[src/common/tcm_defs.vh]
// Register offsets, field positions, reset values and codes for the timer channel block
`ifndef TCM_DEFS_VH
`define TCM_DEFS_VH

// Register offsets (chosen map, byte addresses)
`define TCM_ADDR_MODE 4'h0
`define TCM_ADDR_MASK 4'h4
`define TCM_ADDR_REQ 4'h5
`define TCM_ADDR_PRIH 4'h6
`define TCM_ADDR_PRIL 4'h7
`define TCM_ADDR_CTRL 4'h8
`define TCM_ADDR_STAT 4'h9
`define TCM_ADDR_RELOAD 4'hA
`define TCM_ADDR_COUNT 4'hB

// Field positions
`define TCM_CH0_BIT 4
`define TCM_CKS_HI 15
`define TCM_CKS_LO 14
`define TCM_CCS_BIT 12
`define TCM_STS_HI 10
`define TCM_STS_LO 8
`define TCM_CIS_HI 7
`define TCM_CIS_LO 6
`define TCM_MD_HI 3
`define TCM_MD_LO 1
`define TCM_MD0_BIT 0

// Writable bits of the mode register: 13, 11, 5 and 4 stay zero
`define TCM_MODE_WMASK 16'hD7CF
`define TCM_MODE_RESET 16'h0000
`define TCM_MASK_RESET 8'hFF
`define TCM_REQ_RESET 8'h00
`define TCM_PRI_RESET 8'hFF

// Trigger codes
`define TCM_STS_SOFT 3'h0
`define TCM_STS_EDGE 3'h1
`define TCM_STS_BOTH 3'h2
`define TCM_STS_MASTER 3'h4

// Mode codes
`define TCM_MD_INTERVAL 3'h0
`define TCM_MD_CAPTURE 3'h2
`define TCM_MD_EVENT 3'h3
`define TCM_MD_ONECOUNT 3'h4
`define TCM_MD_CAPONE 3'h6

// Control bits
`define TCM_CTRL_START 0
`define TCM_CTRL_STOP 1

`endif

[src/design/tcm_edge_detect.v]
// Pin synchroniser and valid edge detector for the timer input
`timescale 1ns/1ns
`default_nettype none
module tcm_edge_detect (
  // Clock and reset
  input wire mclk,
  input wire reset,
  // Sampling enable (operation clock tick)
  input wire sample_en,
  // Edge selection: 0 rising, 1 falling, 2 both
  input wire [1:0] edge_sel,
  // Pin and result
  input wire pin_in,
  output reg edge_pulse
);
  reg [2:0] sync_q;
  reg level_q;
  wire agree;

  always @(posedge mclk or posedge reset) begin
    if (reset) begin
      sync_q <= 3'h0;
    end else begin
      sync_q <= {sync_q[1:0], pin_in};
    end
  end

  // Change counts once stages two and three agree
  assign agree = (sync_q[1] == sync_q[2]);

  always @(posedge mclk or posedge reset) begin
    if (reset) begin
      level_q <= 1'b0;
      edge_pulse <= 1'b0;
    end else begin
      edge_pulse <= 1'b0;
      if (sample_en && agree && (sync_q[2] != level_q)) begin
        level_q <= sync_q[2];
        case (edge_sel)
          2'h0: edge_pulse <= sync_q[2];
          2'h1: edge_pulse <= ~sync_q[2];
          default: edge_pulse <= 1'b1;
        endcase
      end
    end
  end
endmodule
`default_nettype wire

[src/design/tcm_channel.v]
// Timer channel zero: mode register, clock and trigger selection, counter, interrupt flags
// ************************************************************
// Notes on behaviour
// ************************************************************
//
// Local design decisions: the placing of the registers and the plain strobed port.
`timescale 1ns/1ns
`default_nettype none
`include "tcm_defs.vh"
module tcm_channel #(
  parameter WIDTH = 16
) (
  // Clock and reset
  input wire mclk,
  input wire reset,
  // Register port
  input wire [3:0] addr,
  input wire [15:0] wdata,
  input wire wr,
  input wire rd,
  output reg [15:0] rdata,
  // Prescaler tick inputs, one per output, in mclk domain
  input wire [3:0] prescaler_tick,
  // Timer input pin and master channel interrupt
  input wire timer_input_pin,
  input wire master_irq,
  // Results
  output reg timer_out,
  output reg [WIDTH-1:0] capture_q,
  output wire irq_service,
  output wire [1:0] irq_level,
  output wire config_error
);
  // ************************************************************
  // Registers
  // ************************************************************
  reg [15:0] mode_q;
  reg [7:0] mask_q;
  reg [7:0] req_q;
  reg [7:0] prih_q;
  reg [7:0] pril_q;
  reg [WIDTH-1:0] reload_q;
  reg [WIDTH-1:0] count_q;
  reg running_q;
  reg set_req;
  wire [2:0] sts;
  wire [2:0] md;
  wire md0;
  wire start_sw;
  wire stop_sw;

  assign sts = mode_q[`TCM_STS_HI:`TCM_STS_LO];
  assign md = mode_q[`TCM_MD_HI:`TCM_MD_LO];
  assign md0 = mode_q[`TCM_MD0_BIT];
  assign start_sw = wr && (addr == `TCM_ADDR_CTRL) && wdata[`TCM_CTRL_START];
  assign stop_sw = wr && (addr == `TCM_ADDR_CTRL) && wdata[`TCM_CTRL_STOP];

  // ************************************************************
  // Operation clock and count clock
  // ************************************************************
  reg op_tick;
  wire pin_edge;
  wire count_tick;

  always @* begin
    case (mode_q[`TCM_CKS_HI:`TCM_CKS_LO])
      2'h0: op_tick = prescaler_tick[0];
      2'h2: op_tick = prescaler_tick[1];
      // Outputs 2 and 3 belong to channels 1 and 3 only
      default: op_tick = 1'b0;
    endcase
  end

  tcm_edge_detect u_edge (
    .mclk(mclk),
    .reset(reset),
    .sample_en(op_tick),
    .edge_sel((sts == `TCM_STS_BOTH) ? 2'h2 : mode_q[`TCM_CIS_HI:`TCM_CIS_LO]),
    .pin_in(timer_input_pin),
    .edge_pulse(pin_edge)
  );

  // Count clock: operation clock or pin valid edge
  assign count_tick = mode_q[`TCM_CCS_BIT] ? pin_edge : op_tick;

  // ************************************************************
  // Mode and trigger decode
  // ************************************************************
  reg mode_ok;
  reg count_up;
  reg start_irq;
  reg retrig_ok;
  reg trig_ok;
  reg hw_trig;
  reg capture_ok;

  always @* begin
    mode_ok = 1'b1;
    count_up = 1'b0;
    start_irq = 1'b0;
    retrig_ok = 1'b0;
    capture_ok = 1'b0;
    case (md)
      `TCM_MD_INTERVAL: start_irq = md0;
      `TCM_MD_CAPTURE: begin
        count_up = 1'b1;
        capture_ok = 1'b1;
        start_irq = md0;
      end
      `TCM_MD_EVENT: start_irq = md0;
      `TCM_MD_ONECOUNT: retrig_ok = md0;
      `TCM_MD_CAPONE: begin
        count_up = 1'b1;
        mode_ok = ~md0;
      end
      default: mode_ok = 1'b0;
    endcase
  end

  always @* begin
    trig_ok = 1'b1;
    hw_trig = 1'b0;
    case (sts)
      `TCM_STS_SOFT: hw_trig = 1'b0;
      `TCM_STS_EDGE: hw_trig = pin_edge;
      `TCM_STS_BOTH: hw_trig = pin_edge;
      `TCM_STS_MASTER: hw_trig = master_irq;
      default: trig_ok = 1'b0;
    endcase
  end

  assign config_error = ~mode_ok | ~trig_ok;

  // ************************************************************
  // Counter
  // ************************************************************
  wire trigger;
  wire accept;
  wire at_end;

  assign trigger = start_sw | hw_trig;
  // While running: capture mode captures, one-count with bit 0 set retriggers
  assign accept = trigger && mode_ok && trig_ok && (~running_q || retrig_ok || capture_ok);
  assign at_end = count_up ? (count_q == reload_q) : (count_q == {WIDTH{1'b0}});

  always @(posedge mclk or posedge reset) begin
    if (reset) begin
      count_q <= {WIDTH{1'b0}};
      running_q <= 1'b0;
      timer_out <= 1'b0;
      capture_q <= {WIDTH{1'b0}};
      set_req <= 1'b0;
    end else begin
      set_req <= 1'b0;
      if (stop_sw) begin
        running_q <= 1'b0;
      end else if (accept) begin
        running_q <= 1'b1;
        count_q <= count_up ? {WIDTH{1'b0}} : reload_q;
        if (running_q || start_irq) begin
          set_req <= 1'b1;
        end
        if (start_irq) begin
          timer_out <= ~timer_out;
        end
        if (count_up && running_q) begin
          capture_q <= count_q;
        end
      end else if (running_q && count_tick) begin
        if (at_end) begin
          set_req <= 1'b1;
          timer_out <= ~timer_out;
          if (md == `TCM_MD_ONECOUNT || md == `TCM_MD_CAPONE) begin
            running_q <= 1'b0;
          end else begin
            count_q <= count_up ? {WIDTH{1'b0}} : reload_q;
          end
        end else if (count_up) begin
          count_q <= count_q + 1'b1;
        end else begin
          count_q <= count_q - 1'b1;
        end
      end
    end
  end

  // ************************************************************
  // Register writes
  // ************************************************************
  always @(posedge mclk or posedge reset) begin
    if (reset) begin
      mode_q <= `TCM_MODE_RESET;
      mask_q <= `TCM_MASK_RESET;
      req_q <= `TCM_REQ_RESET;
      prih_q <= `TCM_PRI_RESET;
      pril_q <= `TCM_PRI_RESET;
      reload_q <= {WIDTH{1'b0}};
    end else begin
      if (wr && addr == `TCM_ADDR_MODE) begin
        mode_q <= wdata & `TCM_MODE_WMASK;
      end
      if (wr && addr == `TCM_ADDR_MASK) begin
        mask_q <= wdata[7:0];
      end
      if (wr && addr == `TCM_ADDR_PRIH) begin
        prih_q <= wdata[7:0];
      end
      if (wr && addr == `TCM_ADDR_PRIL) begin
        pril_q <= wdata[7:0];
      end
      if (wr && addr == `TCM_ADDR_RELOAD) begin
        reload_q <= wdata[WIDTH-1:0];
      end
      // Hardware set wins over a software clear in the same cycle
      if (wr && addr == `TCM_ADDR_REQ) begin
        req_q <= wdata[7:0];
      end
      if (set_req) begin
        req_q[`TCM_CH0_BIT] <= 1'b1;
      end
    end
  end

  // ************************************************************
  // Interrupt outputs
  // ************************************************************
  assign irq_service = req_q[`TCM_CH0_BIT] & ~mask_q[`TCM_CH0_BIT];
  assign irq_level = {prih_q[`TCM_CH0_BIT], pril_q[`TCM_CH0_BIT]};

  // ************************************************************
  // Read port
  // ************************************************************
  always @(posedge mclk or posedge reset) begin
    if (reset) begin
      rdata <= 16'h0000;
    end else if (rd) begin
      if (addr == `TCM_ADDR_MODE) begin
        rdata <= mode_q;
      end else if (addr == `TCM_ADDR_MASK) begin
        rdata <= {8'h00, mask_q};
      end else if (addr == `TCM_ADDR_REQ) begin
        rdata <= {8'h00, req_q};
      end else if (addr == `TCM_ADDR_PRIH) begin
        rdata <= {8'h00, prih_q};
      end else if (addr == `TCM_ADDR_PRIL) begin
        rdata <= {8'h00, pril_q};
      end else if (addr == `TCM_ADDR_STAT) begin
        rdata <= {13'h0000, config_error, timer_out, running_q};
      end else if (addr == `TCM_ADDR_RELOAD) begin
        rdata <= reload_q;
      end else if (addr == `TCM_ADDR_COUNT) begin
        rdata <= count_q;
      end else begin
        rdata <= 16'h0000;
      end
    end else begin
      rdata <= 16'h0000;
    end
  end
endmodule
`default_nettype wire

[config.mk]
export PLATFORM = sky130hd
export DESIGN_NAME = tcm_channel
export DESIGN_NICKNAME = d
export VERILOG_FILES = /design/src/design/tcm_edge_detect.v /design/src/design/tcm_channel.v
export VERILOG_INCLUDE_DIRS = /design/src /design/src/common
export SDC_FILE = /design/constraint.sdc
export NUM_CORES = 1
export LEC_CHECK = 0
export ABC_CLOCK_PERIOD_IN_PS = 4500
export BUFFER_PORTS_ARGS = -buffer_cell sky130_fd_sc_hd__buf_4
export CORE_ASPECT_RATIO = 2
export CORE_MARGIN = 3
export CORE_UTILIZATION = 40
export CTS_CLUSTER_DIAMETER = 120
export DETAILED_ROUTE_END_ITERATION = 7
export HOLD_SLACK_MARGIN = 0.03
export PLACE_DENSITY = 0.62
export SYNTH_ARGS = -nofsm -noshare
export SYNTH_HDL_FRONTEND = slang
export SYNTH_HIERARCHICAL = 1
export SYNTH_SLANG_ARGS = --single-unit
[constraint.sdc]
create_clock -name mclk -period 4.5 [get_ports mclk]
set_input_delay 0.45 -clock mclk [delete_from_list [all_inputs] [get_ports mclk]]
set_output_delay 0.45 -clock mclk [all_outputs]
set_load 0.02 [all_outputs]
# Word-level counts from Yosys, hierarchy flattened

Cells that the tools add are included.

Register bits: 116
Bits in latches: 0
Memory bits (writable): 0
ROM bits: 0
Input port bits: 30
Output and inout bits: 37
Logic and storage cells: 136
Memories: 0

Add/subtract/negate cells: 2
Multiply operators: 0
Div/mod/pow operators: 0
Magnitude comparators: 0
Equality and inequality tests: 22
Shift operators: 0
Mux-type cells: 44
Bitwise logic cells: 11
Reductions and logical operators: 41

Operator list:

| cell                                                | count |
|---|---|
| two-way mux 16 bit                                  | 15 |
| two-way mux 1 bit                                   | 23 |
| adder 16 x 1 -> 16 bit, second input constant       | 1 |
| equality test 16 bit                                | 1 |
| equality test 4 x 3 -> 1 bit, second input constant | 4 |
| equality test 4 bit, second input constant          | 4 |
| logical AND 1 bit                                   | 16 |
| logical NOT 16 bit                                  | 1 |
| subtractor 16 x 1 -> 16 bit, second input constant  | 1 |
| equality test 3 x 2 -> 1 bit, second input constant | 3 |
| equality test 3 bit, second input constant          | 3 |
| AND reduction 3 bit                                 | 3 |
| nonzero test 3 bit                                  | 3 |
| inverter 1 bit                                      | 8 |
| one-hot mux 1 bit (2 select lines)                  | 4 |
| OR reduction 4 bit                                  | 2 |
| logical NOT 3 bit                                   | 2 |
| nonzero test 2 bit                                  | 3 |
| two-way mux 5 bit                                   | 1 |
| logical NOT 2 bit                                   | 2 |
| logical NOT 4 bit                                   | 1 |
| logical OR 1 bit                                    | 4 |
| AND reduction 4 bit                                 | 1 |
| OR reduction 2 bit                                  | 2 |
| 11 further kinds                                    | 12 |

# Longest topological paths before layout

Gate-level depths: netlist (run 1).

Depth in word-level cells: 12
Gate-level depth with buffers: 13
Gate-level depth less buffers: 10

# Hierarchy

Netlist (run 1), hierarchy kept.

Modules (own cells, without submodules):

| module          | times used | cells each | area each (um^2) | sequential area each (um^2) |
|---|---|---|---|---|
| tcm_channel     | 1          | 598        | 5997.0           | 2807.7 |
| tcm_edge_detect | 1          | 14         | 187.7            | 125.1 |

# Worst setup path after synthesis (run 1)

OpenSTA, ideal clock, no wires.

Kind: reg-to-reg
Start: reg mode_q[1]
End: reg count_q[14]
Library setup time: 0.121 ns
Data arrival time: 2.856 ns
Data required time: 4.379 ns
Slack: 1.523 ns
Cell stages (with the launch flop): 13
Buffers on the path: 3
Clock period less this slack: 2.977 ns
Cells stage by stage: dfrtp_1 buf_2 nor2b_1 clkbuf_1 clkbuf_1 xnor2_1 ha_1 or4b_2 o21ai_0 a211o_1 mux2i_1 o32ai_1 a22o_1

Longest elaborated chain between the ends: 8
Elaborated cells on any way between the ends: 27
Those cells by class: eq/ne: 5; mux: 11; reduce/logical: 11

RTL lines:

| what                                                                           | RTL line                                                | source |
|---|---|---|
| start: declaration                                                             | tcm_channel.v:37                                        | `reg [15:0] mode_q;` |
| start signal: assignment                                                       | tcm_channel.v:192                                       | `` mode_q <= `TCM_MODE_RESET; `` |
| start signal: assignment                                                       | tcm_channel.v:200                                       | `` mode_q <= wdata & `TCM_MODE_WMASK; `` |
| equality test 3 bit (tied with other cells)                                    | tcm_channel.v:103                                       | `case (md)` |
| OR reduction 4 bit (no line) / OR reduction 2 bit (equally long branches)      | --                                                      |  |
| one-hot mux 1 bit (2 select lines) / two-way mux 1 bit (equally long branches) | tcm_channel.v:103                                       |  |
| logical AND 1 bit / two-way mux 16 bit (equally long branches)                 | tcm_channel.v:143, tcm_channel.v:159, tcm_channel.v:176 |  |
| logical AND 1 bit / two-way mux 16 bit (equally long branches)                 | tcm_channel.v:143, tcm_channel.v:173                    |  |
| logical AND 1 bit / two-way mux 16 bit (equally long branches)                 | tcm_channel.v:143, tcm_channel.v:170                    |  |
| inequality test 3 bit (no line) (tied with other cells)                        | --                                                      |  |
| AND reduction 3 bit (no line) / two-way mux 16 bit (equally long branches)     | --                                                      |  |
| end signal: assignment                                                         | tcm_channel.v:148                                       | `count_q <= {WIDTH{1'b0}};` |
| end signal: assignment                                                         | tcm_channel.v:159                                       | `count_q <= count_up ? {WIDTH{1'b0}} : reload_q;` |
| end signal: assignment                                                         | tcm_channel.v:176                                       | `count_q <= count_up ? {WIDTH{1'b0}} : reload_q;` |
| end: declaration                                                               | tcm_channel.v:43                                        | `reg [WIDTH-1:0] count_q;` |

Several ways; a longest one is shown, not always the timed one. The select of a mux whose other input is x is not followed.
A chain may end at the register's enable or synchronous reset.

# Worst setup path in the final report (run 1)

Start: reg count_q[1]
End: reg count_q[3]

Longest elaborated chain between the ends: 5
Elaborated cells on any way between the ends: 11
Those cells by class: add/sub: 2; eq/ne: 2; mux: 5; reduce/logical: 2

RTL lines:

| what                                                           | RTL line                             | source |
|---|---|---|
| subtractor 16 x 1 -> 16 bit (tied with other cells)            | tcm_channel.v:181                    | `count_q <= count_q - 1'b1;` |
| two-way mux 16 bit / two-way mux 1 bit (equally long branches) | tcm_channel.v:178, tcm_channel.v:144 |  |
| two-way mux 16 bit                                             | tcm_channel.v:170                    | `if (at_end) begin` |
| two-way mux 16 bit                                             | tcm_channel.v:169                    | `end else if (running_q && count_tick) begin` |
| two-way mux 16 bit                                             | tcm_channel.v:157                    | `end else if (accept) begin` |

Several ways; a longest one is shown, not always the timed one. The select of a mux whose other input is x is not followed.

==> results summary, run 1 <==
The leading area contributor after synthesis is sky130_fd_sc_hd__dfrtp_1. The total of cells resized after clock tree synthesis is 0. TritonCTS built the clock tree. The minimum clock period after layout is 3.08 ns. The longest clock path from root to sink contains 2 buffers. The highest fanout seen on the critical path came out at 20. The cell area that synthesis handed to floorplanning was about 0.006 mm². The arrival time at the worst endpoint is around 3.4 ns. The max-cap violation count is 0.

The highest clock rate came out at ~330 MHz. The fraction of the cycle the final worst path needs came out at 0.684. The number of global-route vias before repair is 5315. Once detailed placement completed, the half-perimeter wirelength came to about 13000 µm. The number of antenna violations at the first check in global routing is 0. The tightest hold margin is around 0.14 ns. The sum of negative setup slack came out at 0 ns. The fraction of layout instances using a drive strength above 1 came out at 0.294. The total I/O pin count came out at 67.

Setup slack closes at 1.42 ns. The synthesized instance count is 612. The wire length of the first global-routing pass came out at approximately 28000 µm. The overall routing resource usage is 0.213. The clock-pin slew reported for the worst setup and hold paths after clock tree synthesis came out at around 0.060 ns. The floorplan die width is 93.9 µm.

The final-stage net count came out at around 690. The first-pass iteration count of the detailed router came out at 5. The sequential-to-total area share from yosys stat is 0.474. The mean number of vias per cell is roughly 5.9. For this run, design rule violations remaining after detail routing come to 0.

The final layout contains routed wiring with a total length of approximately 17000 µm. The area of the core is roughly 0.015 mm². The tree built by TritonCTS fans out to between 100 and 150 sinks. The total of flip-flops plus latches after synthesis is around 120. The hold violation count in the final report came to 0. The H-tree depth reported by CTS came out at 4. The pin count of the biggest net entering global routing is between 40 and 50. The post-place setup slack is between 1 and 1.5 ns.

The total of warnings raised by yosys came out at 6. The kind of end point of the critical path is a flop. The most common cell in the netlist is sky130_fd_sc_hd__dfrtp_1.

The number of nets still failing antenna checks after routing came out at 0. The register area is a little under 0.003 mm². After synthesis, the share of flip-flops with an asynchronous set or reset is 1.00. The reg2reg setup slack is 1.42 ns. Summed over all layers, the global routing overflow is 0. The slew at the pin closest to its max-slew limit came out at 1.16 ns. Sorting the synthesized cells by area gives the leading types as sky130_fd_sc_hd__dfrtp_1 (37%), sky130_fd_sc_hd__mux2_2 (11%), sky130_fd_sc_hd__dfstp_2 (10%), sky130_fd_sc_hd__o21ai_0 (3.3%), sky130_fd_sc_hd__nand2_1 (3.2%). The critical path starts at count_q[1]. STA puts the critical path data required time at ~4.8 ns. The total area of multi-input combinational cells is around 0.003 mm². The latest clock arrival within the worst-skew pair is between 0.4 and 0.5 ns.

Setup violations remaining at the end of the flow were counted as 0. The average detailed-routed wire length per instance came out at approximately 20 µm. The worst-case IR drop observed on VDD is ~0.37 mV. The critical path is of the flop to flop type. The met1 routed wirelength after detailed routing came out at between 6000 and 7000 µm. The dominant register cell in the synthesized netlist is sky130_fd_sc_hd__dfrtp_1. The worst min-delay path category is input pin to flop. Yosys mapped a number of flops with a built-in enable equal to 0. The worst clock skew is 0.0112 ns. In this run the static leakage power is around 3.2 nW. The timing endpoint of the critical path is count_q[3].

The count of buffers from port buffering came out at 64. The topmost layer with routed signal wires is met4. The worst register-to-register path ends at count_q[3].

The flow ran to the end, and the final reports show no timing, DRC or antenna violations. The antenna diode count came out at 0. At the end of routability-driven placement, the weighted congestion stood at 0.868.

Setup repair after global routing left no endpoint under its margin. From bottom edge to top edge, the die measures between 150 and 200 µm. The layout-stage area growth over the synthesis result came out at 19.0%.

The area share of the largest cell type after synthesis is 0.372. The count of filler cells inserted in the layout is approximately 1.4k. Ranked by instance count, the synthesized netlist is headed by sky130_fd_sc_hd__dfrtp_1 (92), sky130_fd_sc_hd__mux2_2 (62), sky130_fd_sc_hd__nand2_1 (52). The root buffer cell chosen for the clock tree is sky130_fd_sc_hd__clkbuf_16. The number of cell rows is 63. In this run the tightest slew margin relative to its limit is 0.222. The starting utilization of the core area came out at 0.413. Dividing total power by cell area gives a power density of ~580 mW/mm². The post-synthesis area per instance is 10.1 µm². The source of the worst register-to-register timing path is count_q[1].

The number of pins with negative max-slew slack in the final report is 0. The die covers 0.0171 mm². The number of nets in the synthesized netlist is around 640. The number of violations reported at the end of detailed-routing iteration 0 is approximately 420. The detailed-routed wire length on met2 is 9460 µm.

The wire length on met3 came out at 651 µm. The routed via count came out at approximately 5.1k. At the end of the flow the core is filled with cells to 0.492. The number of buffers created by CTS is 17. The number of different library cells in the post-synthesis netlist came out at between 60 and 70. The number of cells on the worst reg-to-reg path came out at 7. The type of element launching the critical path is a flop.
==> final cells by class <==
cell class / instances / area share
clock inverter: 15 / 0.0262
tap: 195 / 0.0331
clock buffer: 17 / 0.0578
timing repair buffer: 71 / 0.0727
multi-input combinational: 421 / 0.398
inverter: 27 / 0.0141
sequential: 116 / 0.398
==> metrics by stage <==
step | instances | total power [W] | instance area (µm²)
3_5_place_dp | 829 | 0.00281 | 6730
5_1_grt | 862 | 0.00444 | 7360
2_1_floorplan | 612 | 0.00243 | 6180
6_report | 862 | 0.00424 | 7360
4_1_cts | 862 | 0.00425 | 7360
3_3_place_gp | 829 | 0.00277 | 6730
==> what timing repair did <==
item,4_1_cts,5_1_grt
hold buffers,1,0
buffers inserted,0,0
hold endpoints to repair,5,0
==> worst max-delay path, cell delays in order (launching register included) <==
cell and delay [ns]:
sky130_fd_sc_hd__dfrtp_1 0.51, sky130_fd_sc_hd__or2_4 0.34, sky130_fd_sc_hd__or3_1 0.31, sky130_fd_sc_hd__or4_4 0.52
sky130_fd_sc_hd__o21ai_2 0.13, sky130_fd_sc_hd__nand2b_1 0.68, sky130_fd_sc_hd__o32ai_1 0.20, sky130_fd_sc_hd__a22o_1 0.27
==> worst min-delay path by stage <==
stage | endpoint | cells past startpoint | from | slack, ns
4_1_cts | u_edge/sync_q[0] | 1 | timer_input_pin | 0.13
6_report | u_edge/sync_q[0] | 1 | timer_input_pin | 0.14
5_1_grt | u_edge/sync_q[0] | 1 | timer_input_pin | 0.13
2_1_floorplan | u_edge/edge_pulse | 1 | reset | 0.23
3_5_place_dp | u_edge/sync_q[1] | 0 | u_edge/sync_q[0] | 0.36
3_3_place_gp | u_edge/sync_q[1] | 0 | u_edge/sync_q[0] | 0.34
==> registers in the layout (all words and copies together) (netlist names), 3 cells and up <==
| signal | cells |
|---|---|
| capture_q | 16 |
| reload_q | 16 |
| count_q | 16 |
| pril_q | 8 |
| req_q | 8 |
| prih_q | 8 |
| mask_q | 8 |
| mode_q | 12 |
| u_edge/sync_q | 3 |
| rdata | 16 |
==> cell usage in the layout, fill, tap and decap left out, drive strengths merged, types with 6 or more instances in the layout <==
cell type,count
dfrtp,92
nor2,25
mux2,62
o22ai,8
o32ai,9
nor3,13
inv,34
and3,6
nor2b,9
mux2i,10
o21ai,43
a22o,13
clkbuf,17
buf,70
a21oi,32
dfstp,24
nand3,18
nand4,7
nand2,52
a21o,11
xor2,15
a21boi,7
==> cell families (layout without fill, tap and decap cells) <==
logic type	count (synthesis)	after routing	synth area share
AO/OA/AOI/OAI	165	165	0.181
XOR/XNOR	19	19	0.0269
flip-flops	116	116	0.474
AND/OR/NAND/NOR	164	164	0.135
multiplexers	72	72	0.129
adder cells (fa/ha/maj)	1	1	0.00202
buffers and inverters	75	130	0.0524
==> routing by layer <==
metal / up-vias / GRT usage
met5: - / 0
met4: 0 / 0.139
met3: 56 / 0.0307
met2: 179 / 0.381
met1: 2537 / 0.225
li1: 2314 / -
==> power breakdown <==
part | switching (W) | internal [W]
registers | 0.000367 | 0.00133
clock network | 0.000539 | 0.000885
logic | 0.000612 | 0.000501
total | 0.00152 | 0.00272
(Power assumes the default switching activity.)
==> run 2: changes to the inputs <==
- ABC_CLOCK_PERIOD_IN_PS: 4500 -> 2590
- PLACE_DENSITY: 0.62 -> 0.64
- clock period: 4.5 -> 2.59 ns (I/O delays scaled with it)
==> run 2 against run 1 <==
  * Die area unchanged
  * Worst hold slack got worse by 0.082 ns
  * Total power increased by 85%
  * Critical path type unchanged
  * Highest routed layer unchanged
==> results summary, run 2 (same netlist as run 1, synthesis figures left out) <==
The sequential fraction of design power is 0.350 (was 0.401). The commonest non-fill, non-tap cell in the layout was sky130_fd_sc_hd__buf_4 (was sky130_fd_sc_hd__dfrtp_1). The worst clock skew came out at 0.00651 ns (was 0.0112 ns).

The number of endpoints failing setup at the final stage is 0 (unchanged). The sum of negative setup slack is 0 ns (unchanged). The worst IR drop on VDD came out at 0.572 mV (was 0.366 mV). The maximum clock insertion buffer count came out at 2 (unchanged).

The total grt overflow is 0 (unchanged). The first-pass iteration count of the detailed router came out at 6 (was 5). The cell chosen for the clock root is sky130_fd_sc_hd__clkbuf_16 (unchanged).

The ratio of total power to cell area came out at 1000 mW/mm² (was 576 mW/mm²). The internal power is 0.00516 W (was 0.00272 W). The wire length of the first global-routing pass was 29400 µm (was 28100 µm). The number of stages on the worst hold path is 3 (was 1).

The kind of critical path is flop to flop (unchanged). The area of the core came out at 0.0150 mm² (unchanged). CP Cell Sequence: or2_4, or3_1, or4_4, o21ai_2, nand2b_1, buf_4, o32ai_1, a22o_1 (was or2_4, or3_1, or4_4, o21ai_2, nand2b_1, o32ai_1, a22o_1). The switching power summed over all nets came out at 0.00267 W (was 0.00152 W). The clock sink count was 116 (unchanged). The number of buffers created by CTS is 17 (unchanged). The tightest hold margin came to 0.0551 ns (was 0.137 ns).

The number of violations reported at the end of detailed-routing iteration 0 came to 354 (was 419). The overall routed net length is 18300 µm (was 17400 µm). The number of cells on the worst reg-to-reg path is 8 (was 7). The fraction of layout instances using a drive strength above 1 came out at 0.347 (was 0.294).

The hold violation count in the final report is 0 (unchanged). The number of global-route vias before repair came out at 5539 (was 5315). The number of cell rows was 63 (unchanged).

The routed via count was 5239 (was 5086). The HPWL after detailed placement is 13900 µm (was 12900 µm). The type of element launching the critical path is a flop (unchanged). The power share of the combinational group came out at 0.318 (was 0.263). The critical path buffer and inverter count was 1 (was 0). The worst path setup slack after routing came out at 0.116 ns (was 1.42 ns). The H-tree depth reported by CTS came out at 4 (unchanged). The standard cell with the maximum stage delay on the critical path is sky130_fd_sc_hd__or4_4 (was sky130_fd_sc_hd__nand2b_1). The kind of end point of the critical path was a flop (unchanged).

The longest individual stage delay on the worst path was 0.53 ns (was 0.68 ns). The number of pins with negative max-slew slack in the final report came to 0 (unchanged). The arrival time at the worst endpoint is 2.78 ns (was 3.38 ns). The dominant delay contributor by cell family on the critical path is simple AND/OR/NAND/NOR gates (unchanged). The final RePlAce weighted congestion is 0.901 (was 0.868).

The leakage component of the power is 3.42 nW (was 3.17 nW). The part of the total power dissipated in the clock network is 0.332 (was 0.336). Commonest cells after routing, fill and taps aside: sky130_fd_sc_hd__buf_4 (115), sky130_fd_sc_hd__dfrtp_1 (92), sky130_fd_sc_hd__mux2_2 (62) (was sky130_fd_sc_hd__dfrtp_1 (92), sky130_fd_sc_hd__buf_4 (70), sky130_fd_sc_hd__mux2_2 (62)). The switching share of power came out at 0.341 (was 0.358). The worst min-delay path category is input pin to flop (unchanged). The antenna diode count is 0 (unchanged). The number of nets still failing antenna checks after routing came out at 0 (unchanged). Run status: complete, no violations (unchanged). The overall routing resource usage is 0.226 (was 0.213). The max-cap violation count is 0 (unchanged). The layout-stage area growth over the synthesis result came out at 26.3% (was 19.0%). The count of buffers from port buffering is 64 (unchanged).

The pin count of the biggest net entering global routing came out at 42 (was 43). The highest clock rate is 404 MHz (was 325 MHz). The total I/O pin count came out at 67 (unchanged). The count of filler cells inserted in the layout is 1383 (was 1430). The mean number of vias per cell came out at 5.76 (was 5.90). The number of antenna violations at the first check in global routing is 0 (unchanged). The clock tree from TritonCTS is yes (unchanged). The height of the chip is 182 µm (unchanged). The clock-pin slew reported for the worst setup and hold paths after clock tree synthesis is 0.06 ns (about the same). The average detailed-routed wire length per instance came out at 20.1 µm (was 20.2 µm). The overall die area was 0.0171 mm² (unchanged). The total chip power was 0.00783 W (was 0.00424 W). The DRC violations left came out at 0 (unchanged). The latest clock arrival within the worst-skew pair came out at 0.42 ns (about the same).

The post-place setup slack came out at 0.129 ns (was 1.29 ns). The slew at the pin closest to its max-slew limit is 0.707 ns (was 1.16 ns). Unrepaired setup endpoints after global routing: false (unchanged).

The count of cell instances traversed by the critical path is 8 (was 7). The relative slew slack came to 0.523 (was 0.222). The floorplan die width is 93.9 µm (unchanged). The data required time at the worst endpoint came to 2.90 ns (was 4.81 ns). The highest fanout seen on the critical path came out at 9 (was 20). The minimum clock period after layout is 2.47 ns (was 3.08 ns).

The starting utilization of the core area is 0.413 (unchanged). The fraction of the cycle the final worst path needs is 0.955 (was 0.684). The final-stage net count is 733 (was 685).
[run 2: cell count changes in the layout (fill, tap and decap cells not counted), sizes merged]
cell,before,now
dlygate4sd3,1,2
bufinv,3,5
clkinv,3,4
clkinvlp,2,6
inv,34,27
buf,70,117
[run 2: routing by layer]
layer / track usage / share of wire / routed length, µm / vias up
met1: 0.231 / 0.35 / 6360 / 2553
met3: 0.0406 / 0.039 / 720 / 76
met2: 0.403 / 0.54 / 9920 / 200
met4: 0.157 / 0.072 / 1310 / 0
met5: 0 / 0 / 0 / -
li1: - / - / - / 2410
[run 2: worst register-to-register path, stage by stage (launching register included)]
cell and delay [ns]:
sky130_fd_sc_hd__dfrtp_1 0.37, sky130_fd_sc_hd__or2_4 0.28, sky130_fd_sc_hd__or3_1 0.32, sky130_fd_sc_hd__or4_4 0.53
sky130_fd_sc_hd__o21ai_2 0.10, sky130_fd_sc_hd__nand2b_1 0.22, sky130_fd_sc_hd__buf_4 0.20, sky130_fd_sc_hd__o32ai_1 0.10
sky130_fd_sc_hd__a22o_1 0.26
[run 2: stage by stage]
stage	std cells	cell area, µm²	utilization
finish	910	7810	0.522
global route	910	7810	0.522
CTS	910	7800	0.521
detailed placement	876	7120	0.476
global placement	876	7120	0.476
floorplan	612	6210	-
[run 2: repair_timing]
| action | 4_1_cts | 5_1_grt |
|---|---|---|
| buffers inserted | 0 | 0 |
| setup endpoints to repair | 0 | 5 |
| gates resized for setup | 0 | 4 |
| hold endpoints to repair | 30 | 0 |
| hold buffers | 2 | 0 |
[run 2: power groups by stage]
stage | sequential, W | combinational [W] | clock, W
6_report | 0.00274 | 0.00249 | 0.00260
5_1_grt | 0.00281 | 0.00269 | 0.00272
4_1_cts | 0.00273 | 0.00248 | 0.00264
3_5_place_dp | 0.00276 | 0.00246 | 0
3_3_place_gp | 0.00273 | 0.00242 | 0
2_1_floorplan | 0.00269 | 0.00155 | 0
[run 2: path summary, 6_finish.rpt]
| check | start | end | slack [ns] |
|---|---|---|---|
| min in group asynchronous | reset | u_edge/sync_q[0] | 0.33 |
| setup / recovery | count_q[1] | count_q[14] | 0.12 |
| hold / removal | wdata[13] | reload_q[13] | 0.06 |
| hold reg to reg | u_edge/sync_q[0] | u_edge/sync_q[1] | 0.35 |
| max in group asynchronous | reset | prih_q[3] | 1.30 |
| setup reg to reg | count_q[1] | count_q[14] | 0.12 |
[run 2: layout make-up]
type,instances,area [µm²],area share
multi-input cells,421,2950,0.378
flip-flops and latches,116,2930,0.375
repair buffers,119,923,0.118
clock buffers,17,425,0.0544
well taps,195,244,0.0312
clock inverters,15,231,0.0296
inverters,27,105,0.0135
